--- src/rtl/admod_pkg.sv ---
// shared constants and types of the result data modification stage
`default_nettype none
package admod_pkg;
  // sizes
  localparam int NumResults = 16;
  localparam int ConvWidth  = 12;
  localparam int ValWidth   = 16;
  localparam int FiltWidth  = 14;
  localparam int AddrWidth  = 8;
  localparam int DataWidth  = 32;

  // modification modes
  localparam logic [1:0] ModeReduce = 2'h0;
  localparam logic [1:0] ModeFilter = 2'h1;
  localparam logic [1:0] ModeDiff   = 2'h2;

  // control codes
  localparam logic [3:0] ReduceOff     = 4'h0;
  localparam logic [3:0] ReduceMaxCode = 4'h3;
  localparam logic [3:0] FirLastCode   = 4'hd;
  localparam logic [3:0] IirCodeLow    = 4'he;

  // special result registers
  localparam logic [3:0] BaseReg     = 4'h0;
  localparam logic [3:0] FiltRegLow  = 4'h7;
  localparam logic [3:0] FiltRegHigh = 4'hf;

  // register map: region codes of paddr[7:6], byte addresses of status and mask
  localparam logic [1:0] RegionCtrl   = 2'h0;
  localparam logic [1:0] RegionResult = 2'h1;
  localparam logic [7:0] StatusOffset = 8'h80;
  localparam logic [7:0] MaskOffset   = 8'h84;

  // field positions
  localparam int CtrlRedLsb    = 0;
  localparam int CtrlModeLsb   = 4;
  localparam int ResCounterLsb = 16;
  localparam int ResPrimedBit  = 20;
  localparam int ResValidBit   = 31;

  // filter history steps before output is meaningful
  localparam logic [1:0] PrimeSteps = 2'h2;

  // fir coefficients {a,b,c}, two bits each, codes 0x0..0xd
  localparam logic [5:0] FirTable [0:13] = '{
    6'h24, 6'h18, 6'h21, 6'h15, 6'h12, 6'h34, 6'h28,
    6'h1c, 6'h31, 6'h25, 6'h19, 6'h22, 6'h16, 6'h13};
  // iir input weight for codes 0xe and 0xf
  localparam logic [1:0] IirWeightE = 2'h2;
  localparam logic [1:0] IirWeightF = 2'h3;
  localparam logic [FiltWidth-1:0] FiltMax = 14'h3fff;

  typedef struct packed {
    logic [1:0] mode;
    logic [3:0] redCtrl;
  } admod_ctrl_t;

  typedef struct packed {
    logic [3:0]           target;
    logic [ConvWidth-1:0] data;
  } admod_conv_t;

  localparam admod_ctrl_t CtrlReset = '{mode: ModeReduce, redCtrl: ReduceOff};
endpackage
`default_nettype wire

--- src/rtl/admod_filter.sv ---
// fir and iir arithmetic with history for one filtered result register
`default_nettype none
module admod_filter (
  input  wire logic                             clock,
  input  wire logic                             rst_n,
  input  wire logic                             step,
  input  wire logic                             clear,
  input  wire logic [3:0]                       code,
  input  wire logic [admod_pkg::ConvWidth-1:0]  sample,
  output logic      [admod_pkg::FiltWidth-1:0]  filtOut
);
  import admod_pkg::*;

  logic [ConvWidth-1:0] prev1;
  logic [ConvWidth-1:0] prev2;
  logic [FiltWidth-1:0] yPrev;
  logic [5:0]           coeff;
  logic [1:0]           weight;
  logic [ValWidth-1:0]  firSum;
  logic [ValWidth+1:0]  iirSum;

  // fir: a*new + b*prev + c*prev2, gain 3 or 4, no scaling
  always_comb begin
    coeff  = (code <= FirLastCode) ? FirTable[code] : 6'h00;
    // operands widened first so no product is cut to twelve bits
    firSum = ValWidth'(coeff[5:4]) * ValWidth'(sample) + ValWidth'(coeff[3:2]) * ValWidth'(prev1)
           + ValWidth'(coeff[1:0]) * ValWidth'(prev2);
  end

  // iir: y = a*x + y - a*y/4, dc gain 4 for both weights
  always_comb begin
    weight = (code == IirCodeLow) ? IirWeightE : IirWeightF;
    iirSum = (ValWidth+2)'(weight) * (ValWidth+2)'(sample) + (ValWidth+2)'(yPrev)
           - (((ValWidth+2)'(weight) * (ValWidth+2)'(yPrev)) >> 2);
  end

  // rounding can creep past 14 bits, so clamp
  always_comb begin
    if (code <= FirLastCode) begin
      filtOut = firSum[FiltWidth-1:0];
    end else if (iirSum > (ValWidth+2)'(FiltMax)) begin
      filtOut = FiltMax;
    end else begin
      filtOut = iirSum[FiltWidth-1:0];
    end
  end

  // history shifts on each filtered conversion; a new setting restarts it
  always_ff @(posedge clock) begin
    if (!rst_n || clear) begin
      prev1 <= '0;
      prev2 <= '0;
      yPrev <= '0;
    end else if (step) begin
      prev1 <= sample;
      prev2 <= prev1;
      yPrev <= filtOut;
    end
  end
endmodule
`default_nettype wire

--- src/rtl/admod_irq.sv ---
// sticky event status, mask and level interrupt
`default_nettype none
module admod_irq (
  input  wire logic                              clock,
  input  wire logic                              rst_n,
  input  wire logic [admod_pkg::NumResults-1:0]  events,
  input  wire logic                              statusWrite,
  input  wire logic                              maskWrite,
  input  wire logic [admod_pkg::NumResults-1:0]  wdata,
  output logic      [admod_pkg::NumResults-1:0]  status,
  output logic      [admod_pkg::NumResults-1:0]  mask,
  output logic                                   irq
);
  import admod_pkg::*;

  // write one to clear; an event in the same cycle wins
  always_ff @(posedge clock) begin
    if (!rst_n) begin
      status <= '0;
    end else begin
      status <= (status & ~(statusWrite ? wdata : '0)) | events;
    end
  end

  // mask of the same layout, one enables the bit
  always_ff @(posedge clock) begin
    if (!rst_n) begin
      mask <= '0;
    end else if (maskWrite) begin
      mask <= wdata;
    end
  end

  assign irq = |(status & mask);
endmodule
`default_nettype wire

--- src/rtl/admod_core.sv ---
// result data modification stage: sixteen result registers behind apb
//
// Implementation choices: the address map and the APB slave port.
`default_nettype none
module admod_core (
  input  wire logic                              clock,
  input  wire logic                              rst_n,
  // conversion results from the converter core
  input  wire logic                              convValid,
  input  wire admod_pkg::admod_conv_t            conv,
  // apb slave
  input  wire logic [admod_pkg::AddrWidth-1:0]   paddr,
  input  wire logic                              psel,
  input  wire logic                              penable,
  input  wire logic                              pwrite,
  input  wire logic [admod_pkg::DataWidth-1:0]   pwdata,
  output logic      [admod_pkg::DataWidth-1:0]   prdata,
  output logic                                   pready,
  output logic                                   pslverr,
  // completion events
  output logic      [admod_pkg::NumResults-1:0]  resultEvent,
  output logic                                   irq
);
  import admod_pkg::*;

  ////////////////////////////////////////////////////////////////////////
  // bus decode

  logic                 setupPhase;
  logic                 accessDone;
  logic                 busWrite;
  logic                 busRead;
  logic [1:0]           region;
  logic [3:0]           regIndex;
  logic                 aligned;
  logic                 isStatus;
  logic                 isMask;
  logic                 mapped;
  logic                 ackPending;
  logic                 errPending;
  logic [DataWidth-1:0] readWord;

  assign setupPhase = psel & ~penable;
  assign region     = paddr[7:6];
  assign regIndex   = paddr[5:2];
  assign aligned    = (paddr[1:0] == 2'h0);
  assign isStatus   = (paddr == StatusOffset);
  assign isMask     = (paddr == MaskOffset);
  assign mapped     = isStatus | isMask
                    | (aligned & ((region == RegionCtrl) | (region == RegionResult)));

  // answer one cycle after setup, so read data comes from a flip-flop
  always_ff @(posedge clock) begin
    if (!rst_n) begin
      ackPending <= 1'b0;
      errPending <= 1'b0;
    end else begin
      ackPending <= setupPhase;
      errPending <= setupPhase & ~mapped;
    end
  end

  assign pready     = psel & penable & ackPending;
  assign pslverr    = pready & errPending;
  assign accessDone = pready & ~errPending;
  assign busWrite   = accessDone & pwrite;
  assign busRead    = accessDone & ~pwrite;

  ////////////////////////////////////////////////////////////////////////
  // per result register state

  admod_ctrl_t          ctrl      [NumResults];
  logic [ValWidth-1:0]  value     [NumResults];
  logic [1:0]           counter   [NumResults];
  logic [1:0]           primed    [NumResults];
  logic [FiltWidth-1:0] filtOut   [NumResults];
  logic [NumResults-1:0] valid;
  logic [NumResults-1:0] doneEvent;
  logic [ValWidth-1:0]  convWide;

  // twelve-bit sample widened once for the accumulate and difference adders
  assign convWide = ValWidth'(conv.data);

  genvar gi;
  generate
    for (gi = 0; gi < NumResults; gi++) begin : g_res
      localparam logic [3:0] Idx = 4'(gi);
      localparam bit CanFilter = (Idx == FiltRegLow) || (Idx == FiltRegHigh);
      localparam bit CanDiff   = (Idx != BaseReg);

      logic [1:0] effMode;
      logic       hit;
      logic       ctrlWrite;
      logic       resultRead;
      logic       reduceOn;
      logic       seqStart;
      logic       done;

      assign hit        = convValid & (conv.target == Idx);
      assign ctrlWrite  = busWrite & (region == RegionCtrl) & (regIndex == Idx) & aligned;
      assign resultRead = busRead & (region == RegionResult) & (regIndex == Idx) & aligned;

      // modes a register cannot carry fall back to plain storage
      always_comb begin
        if (ctrl[gi].mode == ModeFilter && CanFilter) begin
          effMode = ModeFilter;
        end else if (ctrl[gi].mode == ModeDiff && CanDiff) begin
          effMode = ModeDiff;
        end else begin
          effMode = ModeReduce;
        end
      end

      // codes above 0x3, and modes the register cannot carry, mean reduction off
      assign reduceOn = (ctrl[gi].mode == ModeReduce) && (ctrl[gi].redCtrl != ReduceOff)
                     && (ctrl[gi].redCtrl <= ReduceMaxCode);
      assign seqStart = reduceOn && (counter[gi] == 2'h0);

      // a sequence is complete only when the counter lands on zero
      always_comb begin
        if (!hit) begin
          done = 1'b0;
        end else if (reduceOn) begin
          done = !seqStart && (counter[gi] == 2'h1);
        end else begin
          done = 1'b1;
        end
      end
      assign doneEvent[gi] = done;

      // control register, written by software
      always_ff @(posedge clock) begin
        if (!rst_n) begin
          ctrl[gi] <= CtrlReset;
        end else if (ctrlWrite) begin
          ctrl[gi].mode  <= pwdata[CtrlModeLsb +: 2];
          ctrl[gi].redCtrl <= pwdata[CtrlRedLsb +: 4];
        end
      end

      // result value per mode
      always_ff @(posedge clock) begin
        if (!rst_n) begin
          value[gi] <= '0;
        end else if (hit) begin
          case (effMode)
            ModeFilter: begin
              value[gi] <= ValWidth'(filtOut[gi]);
            end
            ModeDiff: begin
              value[gi] <= convWide - value[0];
            end
            default: begin
              if (reduceOn && !seqStart) begin
                value[gi] <= value[gi] + convWide;
              end else begin
                value[gi] <= convWide;
              end
            end
          endcase
        end
      end

      // reduction counter: loaded with the code, counts down per sample
      always_ff @(posedge clock) begin
        if (!rst_n || ctrlWrite) begin
          counter[gi] <= 2'h0;
        end else if (hit) begin
          if (seqStart) begin
            counter[gi] <= ctrl[gi].redCtrl[1:0];
          end else if (reduceOn) begin
            counter[gi] <= counter[gi] - 2'h1;
          end else begin
            counter[gi] <= 2'h0;
          end
        end
      end

      // valid: set on completion wins; a late read while the next
      // sequence runs leaves it set
      always_ff @(posedge clock) begin
        if (!rst_n) begin
          valid[gi] <= 1'b0;
        end else if (done) begin
          valid[gi] <= 1'b1;
        end else if (resultRead && counter[gi] == 2'h0) begin
          valid[gi] <= 1'b0;
        end
      end

      if (CanFilter) begin : g_filt
        logic filtStep;

        assign filtStep = hit & (effMode == ModeFilter);

        admod_filter u_filter (
          .clock   (clock),
          .rst_n   (rst_n),
          .step    (filtStep),
          .clear   (ctrlWrite),
          .code    (ctrl[gi].redCtrl),
          .sample  (conv.data),
          .filtOut (filtOut[gi])
        );

        // warm-up count, so software can see the history is full
        always_ff @(posedge clock) begin
          if (!rst_n || ctrlWrite) begin
            primed[gi] <= 2'h0;
          end else if (filtStep && primed[gi] != PrimeSteps) begin
            primed[gi] <= primed[gi] + 2'h1;
          end
        end
      end else begin : g_nofilt
        assign filtOut[gi] = '0;
        assign primed[gi]  = PrimeSteps;
      end
    end
  endgenerate

  assign resultEvent = doneEvent;

  ////////////////////////////////////////////////////////////////////////
  // events and interrupt

  logic [NumResults-1:0] status;
  logic [NumResults-1:0] mask;
  logic                  statusWrite;
  logic                  maskWrite;

  assign statusWrite = busWrite & isStatus;
  assign maskWrite   = busWrite & isMask;

  admod_irq u_irq (
    .clock       (clock),
    .rst_n       (rst_n),
    .events      (doneEvent),
    .statusWrite (statusWrite),
    .maskWrite   (maskWrite),
    .wdata       (pwdata[NumResults-1:0]),
    .status      (status),
    .mask        (mask),
    .irq         (irq)
  );

  ////////////////////////////////////////////////////////////////////////
  // read path

  // read word assembled from the address seen in the setup cycle
  always_comb begin
    readWord = '0;
    if (isStatus) begin
      readWord[NumResults-1:0] = status;
    end else if (isMask) begin
      readWord[NumResults-1:0] = mask;
    end else if (aligned && region == RegionCtrl) begin
      readWord[CtrlModeLsb +: 2]  = ctrl[regIndex].mode;
      readWord[CtrlRedLsb +: 4]   = ctrl[regIndex].redCtrl;
    end else if (aligned && region == RegionResult) begin
      readWord[ValWidth-1:0]        = value[regIndex];
      readWord[ResCounterLsb +: 2]  = counter[regIndex];
      readWord[ResPrimedBit]        = (primed[regIndex] == PrimeSteps);
      readWord[ResValidBit]         = valid[regIndex];
    end
  end

  // captured in setup, so a write or event one cycle later is not mixed in
  always_ff @(posedge clock) begin
    if (!rst_n) begin
      prdata <= '0;
    end else if (setupPhase) begin
      prdata <= (mapped && !pwrite) ? readWord : '0;
    end
  end
endmodule
`default_nettype wire

--- config.mk ---
export PLATFORM = sky130hd
export DESIGN_NAME = admod_core
export DESIGN_NICKNAME = d
export VERILOG_FILES = /design/src/rtl/admod_pkg.sv /design/src/rtl/admod_filter.sv /design/src/rtl/admod_irq.sv /design/src/rtl/admod_core.sv
export SDC_FILE = /design/constraint.sdc
export NUM_CORES = 2
export LEC_CHECK = 0
export ABC_CLOCK_PERIOD_IN_PS = 7100
export BUFFER_PORTS_ARGS = -buffer_cell sky130_fd_sc_hd__clkbuf_2
export CAP_MARGIN = 30
export CORE_MARGIN = 1.5
export CORE_UTILIZATION = 39
export CTS_CLUSTER_DIAMETER = 150
export DETAILED_ROUTE_END_ITERATION = 8
export HOLD_SLACK_MARGIN = 0.08
export SETUP_SLACK_MARGIN = 0.3
export SLEW_MARGIN = 30
export SYNTH_ARGS = -nofsm -noshare
export SYNTH_HDL_FRONTEND = slang
export SYNTH_SLANG_ARGS = --single-unit
export TNS_END_PERCENT = 20
--- constraint.sdc ---
create_clock -name clock -period 7.1 [get_ports clock]
set_input_delay 1.42 -clock clock [delete_from_list [all_inputs] [get_ports clock]]
set_output_delay 1.42 -clock clock [all_outputs]
set_load 0.005 [all_outputs]
==> summary.md <==
| Metric | Value |
|---|---|
| Die height | approximately 350 um |
| Fin crit period | between 6 and 7 ns |
| Crit Path Class | flip-flop to flip-flop |
| Synthesis-stage register bit count | ~530 |
| CTS tree | built |
| RR Startpoint | ctrl[15][0] |
| R2R Setup Slk | approximately 0.73 ns |
| Reg clk slew, reported paths | approximately 0.06 ns |
| Status | completed |
| P_leak | 19.9 nW |
| Hold Path Origin | g_res[7].g_filt.u_filter.prev2[7] |
| Final Max Slew Viols | 0 |
| Root Buffer | clkbuf_16 |
| Peak supply drop | 0.176 mV |
| H-tree levels | 3 |
| Multi-input logic area | 0.0296 mm2 |
| Nets | roughly 5.7k |
| Drt total wl | approximately 160000 um |
| Initial antenna violation count | 8 |
| CP Launch Type | flip-flop |
| Overall Global Routing Usage | a little over a quarter |
| YS warnings | 0 |
| Post-route ant nets | 0 |
| Worst hold margin | between 0.4 and 0.5 ns |
| # rows | 125 |
| Post-synthesis sequential area ratio | 31.5% |
| Via count | 40.5k |
| Top cells by area, synth | edfxtp_1 (25%), ha_1 (9.9%), dfxtp_1 (6.5%), mux4_2 (6.1%), fa_1 (6.0%) |
| Share of layout cells above drive strength 1 | 9.88% |
| Worst-path fanout max | 9 |
| Port buffer count | 84 |
| Number of synthesized flops with an enable pin | ~380 |
| Final period util | between 80% and 90% |
| I/O pin count | 113 |
| Starting DRT DRC Count | between 4k and 5k |
| Critical Path End Type | flip-flop |
| 1st-pass router iterations | 7 |
| Sequential Area | around 0.015 mm2 |
| Worst Hold Depth | 2 |
| Unrepaired setup endpoints after global routing | yes |
| # DRC | 0 |
| Vias per inst | about 6.1 |
| Top cell type's share of synthesized area | about a quarter |
| R2r endpoint | value[15][10] |
| Number of buffers created by CTS | 67 |
| Fillers | between 10k and 15k |
| Fmax | ~160 MHz |
| Placer congestion estimate | 0.997 |
| Worst reg2reg path depth | 25 |
| Hold endpoint | g_res[7].g_filt.u_filter.prev2[7] |
| Count of different cell masters after synthesis | between 80 and 90 |
| Largest net degree at the start of global routing | 83 |
| Final Hold Vio Count | 0 |
| # setup viols final | 0 |
| Worst Path Arrival | ~6.8 ns |
| Num Clock Sinks | between 500 and 600 |
| Synth Flop Type | edfxtp_1 |
| Area grow syn2layout | 9.67% |
| Mapped Area | ~0.046 mm2 |
| Clk_lat worst skew | ~0.66 ns |
| Cell Pwr Density | 182 mW/mm2 |
| Avg Inst Size Synth | between 9 and 10 um2 |
| HPWL Detailed | ~120000 um |
| Fraction of registers with async set/reset | 0% |
| Synth Instances | 5097 |
| Wire length of the first global-routing pass | around 240000 um |
| Critical Path RT | 7.48 ns |
| Die area | about 0.12 mm2 |
| WL/cell | approximately 24 um |
| Slew of the pin with the lowest slew margin | ~1 ns |
| Clock Tree Buf Depth | 3 |
| Die width | 347 um |
| Max_slew headroom | about a third |
| Yosys top cell by area | edfxtp_1 |
| Vias in the first global route | between 30k and 40k |
| Worst Hold Class | flip-flop to flip-flop |
| Core Box Area | roughly 0.12 mm2 |
| Post-route setup TNS | 0 ns |
| GR Overflow Total | 0 |
| Initial core utilization | roughly two fifths |
| Clk_skew | ~0.034 ns |
| Max Cap Viol | 0 |
-- registers in the layout (all words and copies together) (netlist names) --
register,flops
ackPending,1
counter,32
g_res.g_filt.u_filter.prev2,24
prdata,20
u_irq.mask,16
value,256
u_irq.status,16
ctrl,96
valid,16
errPending,1
g_res.g_filt.u_filter.prev1,24
g_res.g_filt.u_filter.yPrev,28
primed,4
-- routing by layer --
| metal | GRT usage [%] | routed length, um | part of all wire [%] |
|---|---|---|---|
| met4 | 10.1 | 6920 | 4.3 |
| met5 | 0.480 | 94 | 0.058 |
| met3 | 4.71 | 16200 | 10 |
| met2 | 40.6 | 70400 | 43 |
| met1 | 36.6 | 68300 | 42 |
-- layout make-up --
type	instances	share of cell area, %
tap	1524	3.77
inverter	293	2.18
clock inverter	37	0.505
multi-input combinational	4013	58.5
sequential	534	28.8
timing repair buffer	200	2.65
antenna	2	0.00990
clock buffer	83	3.64
-- critical path: stages, from the launching register on --
cell and delay [ns]:
edfxtp_1 0.45, inv_1 0.12, ha_1 0.28, nand3_2 0.24, nand2_1 0.10, fa_1 0.49
inv_1 0.04, ha_1 0.23, fa_1 0.46, a21o_1 0.19, a21oi_1 0.23, o21bai_1 0.09
a21oi_1 0.23, o21bai_1 0.15, a21oi_1 0.21, xnor2_1 0.17, ha_1 0.31, and2_1 0.20
a221o_1 0.33, a311oi_1 0.28, o31ai_1 0.12, or2_2 0.31, mux2i_4 0.20, inv_1 0.21
o22ai_1 0.34, o22ai_1 0.10
-- per-stage QoR --
step / util [%] / setup WS, ns / std cells / instance area, um2 / power (mW)
3_3_place_gp: 41.4 / 0.191 / 6561 / 48400 / 5.78
2_1_floorplan: - / 0.490 / 5108 / 46100 / 5.07
4_1_cts: 43.3 / 0.344 / 6681 / 50500 / 9.19
5_1_grt: 43.3 / 0.263 / 6684 / 50500 / 9.54
6_report: 43.3 / 0.733 / 6686 / 50500 / 9.21
3_5_place_dp: 41.5 / 0.116 / 6561 / 48400 / 5.81
-- worst max-delay path by stage --
stage | end | start | slack, ns | cells past startpoint
final | value[15][10] | ctrl[15][0] | 0.73 | 25
after global routing | value[7][9] | ctrl[7][0] | 0.26 | 26
after CTS | value[15][12] | ctrl[15][0] | 0.34 | 25
after detailed placement | value[15][12] | conv[0] | 0.12 | 23
after global placement | value[15][12] | conv[0] | 0.19 | 24
after floorplan | value[15][12] | conv[1] | 0.49 | 23
-- synth_stat cells, types with 29 or more instances --
master / n
a211oi_1: 56
a21o_1: 48
a21oi_1: 446
a221oi_1: 64
a22oi_1: 53
and2_1: 103
and3_1: 99
buf_4: 29
clkbuf_1: 194
dfxtp_1: 150
edfxtp_1: 384
fa_1: 137
ha_1: 364
inv_1: 290
mux4_2: 125
nand2_1: 597
nand3_1: 106
nor2_1: 462
nor2b_1: 73
nor3_1: 109
nor4_1: 31
o21a_1: 65
o21ai_0: 278
o22ai_1: 82
or2_2: 35
or3_1: 47
xnor2_1: 177
xor2_1: 103
-- layout by cell type (no fill, tap or decap), types with 21 or more instances in the layout --
cell,netlist,final
nor3_1,109,102
a31oi_1,23,21
nand2b_1,27,27
edfxtp_1,384,384
a211oi_1,56,55
dfxtp_1,150,150
o21a_1,65,65
inv_1,290,288
and3_1,99,99
fa_1,137,137
o21ai_0,278,274
nor2_1,462,459
or2_2,35,35
or3_1,47,47
nor2b_1,73,73
nor4_1,31,29
nand2_1,597,596
a21o_1,48,48
buf_4,29,115
ha_1,364,364
clkbuf_2,0,81
xor2_1,103,101
a22oi_1,53,53
xnor2_1,177,172
mux4_2,125,125
a21oi_1,446,443
a221oi_1,64,64
clkbuf_16,0,71
nand3_1,106,105
and2_1,103,103
o22ai_1,82,79
-- power by group --
| part | internal (mW) | leakage (nW) | switching, mW |
|---|---|---|---|
| registers | 3.43 | 5.22 | 0.0917 |
| logic | 0.841 | 13.7 | 1.45 |
| clock network | 1.86 | 1.04 | 1.54 |
| total | 6.13 | 19.9 | 3.08 |
-- cell families (layout without fill, tap and decap cells) --
logic type / count (synthesis) / in the layout / synth area share, %
AOI/OAI and AO/OA: 1337 / 1337 / 18.3
xor gates and xnor gates: 280 / 280 / 5.32
adders and majority gates: 501 / 501 / 15.8
buffers and inverters: 561 / 613 / 4.91
DFF: 534 / 534 / 31.5
muxes: 143 / 143 / 6.54
other: 1 / 14 / 0.00814
and+or+nand+nor: 1740 / 1740 / 17.5
-- what timing repair did --
action	CTS	global route
buffers inserted	0	3
gates resized for setup	0	5
endpoints found under the setup margin	0	28
hold buffers	0	0
Note: power is estimated with default switching activity, not from simulation.
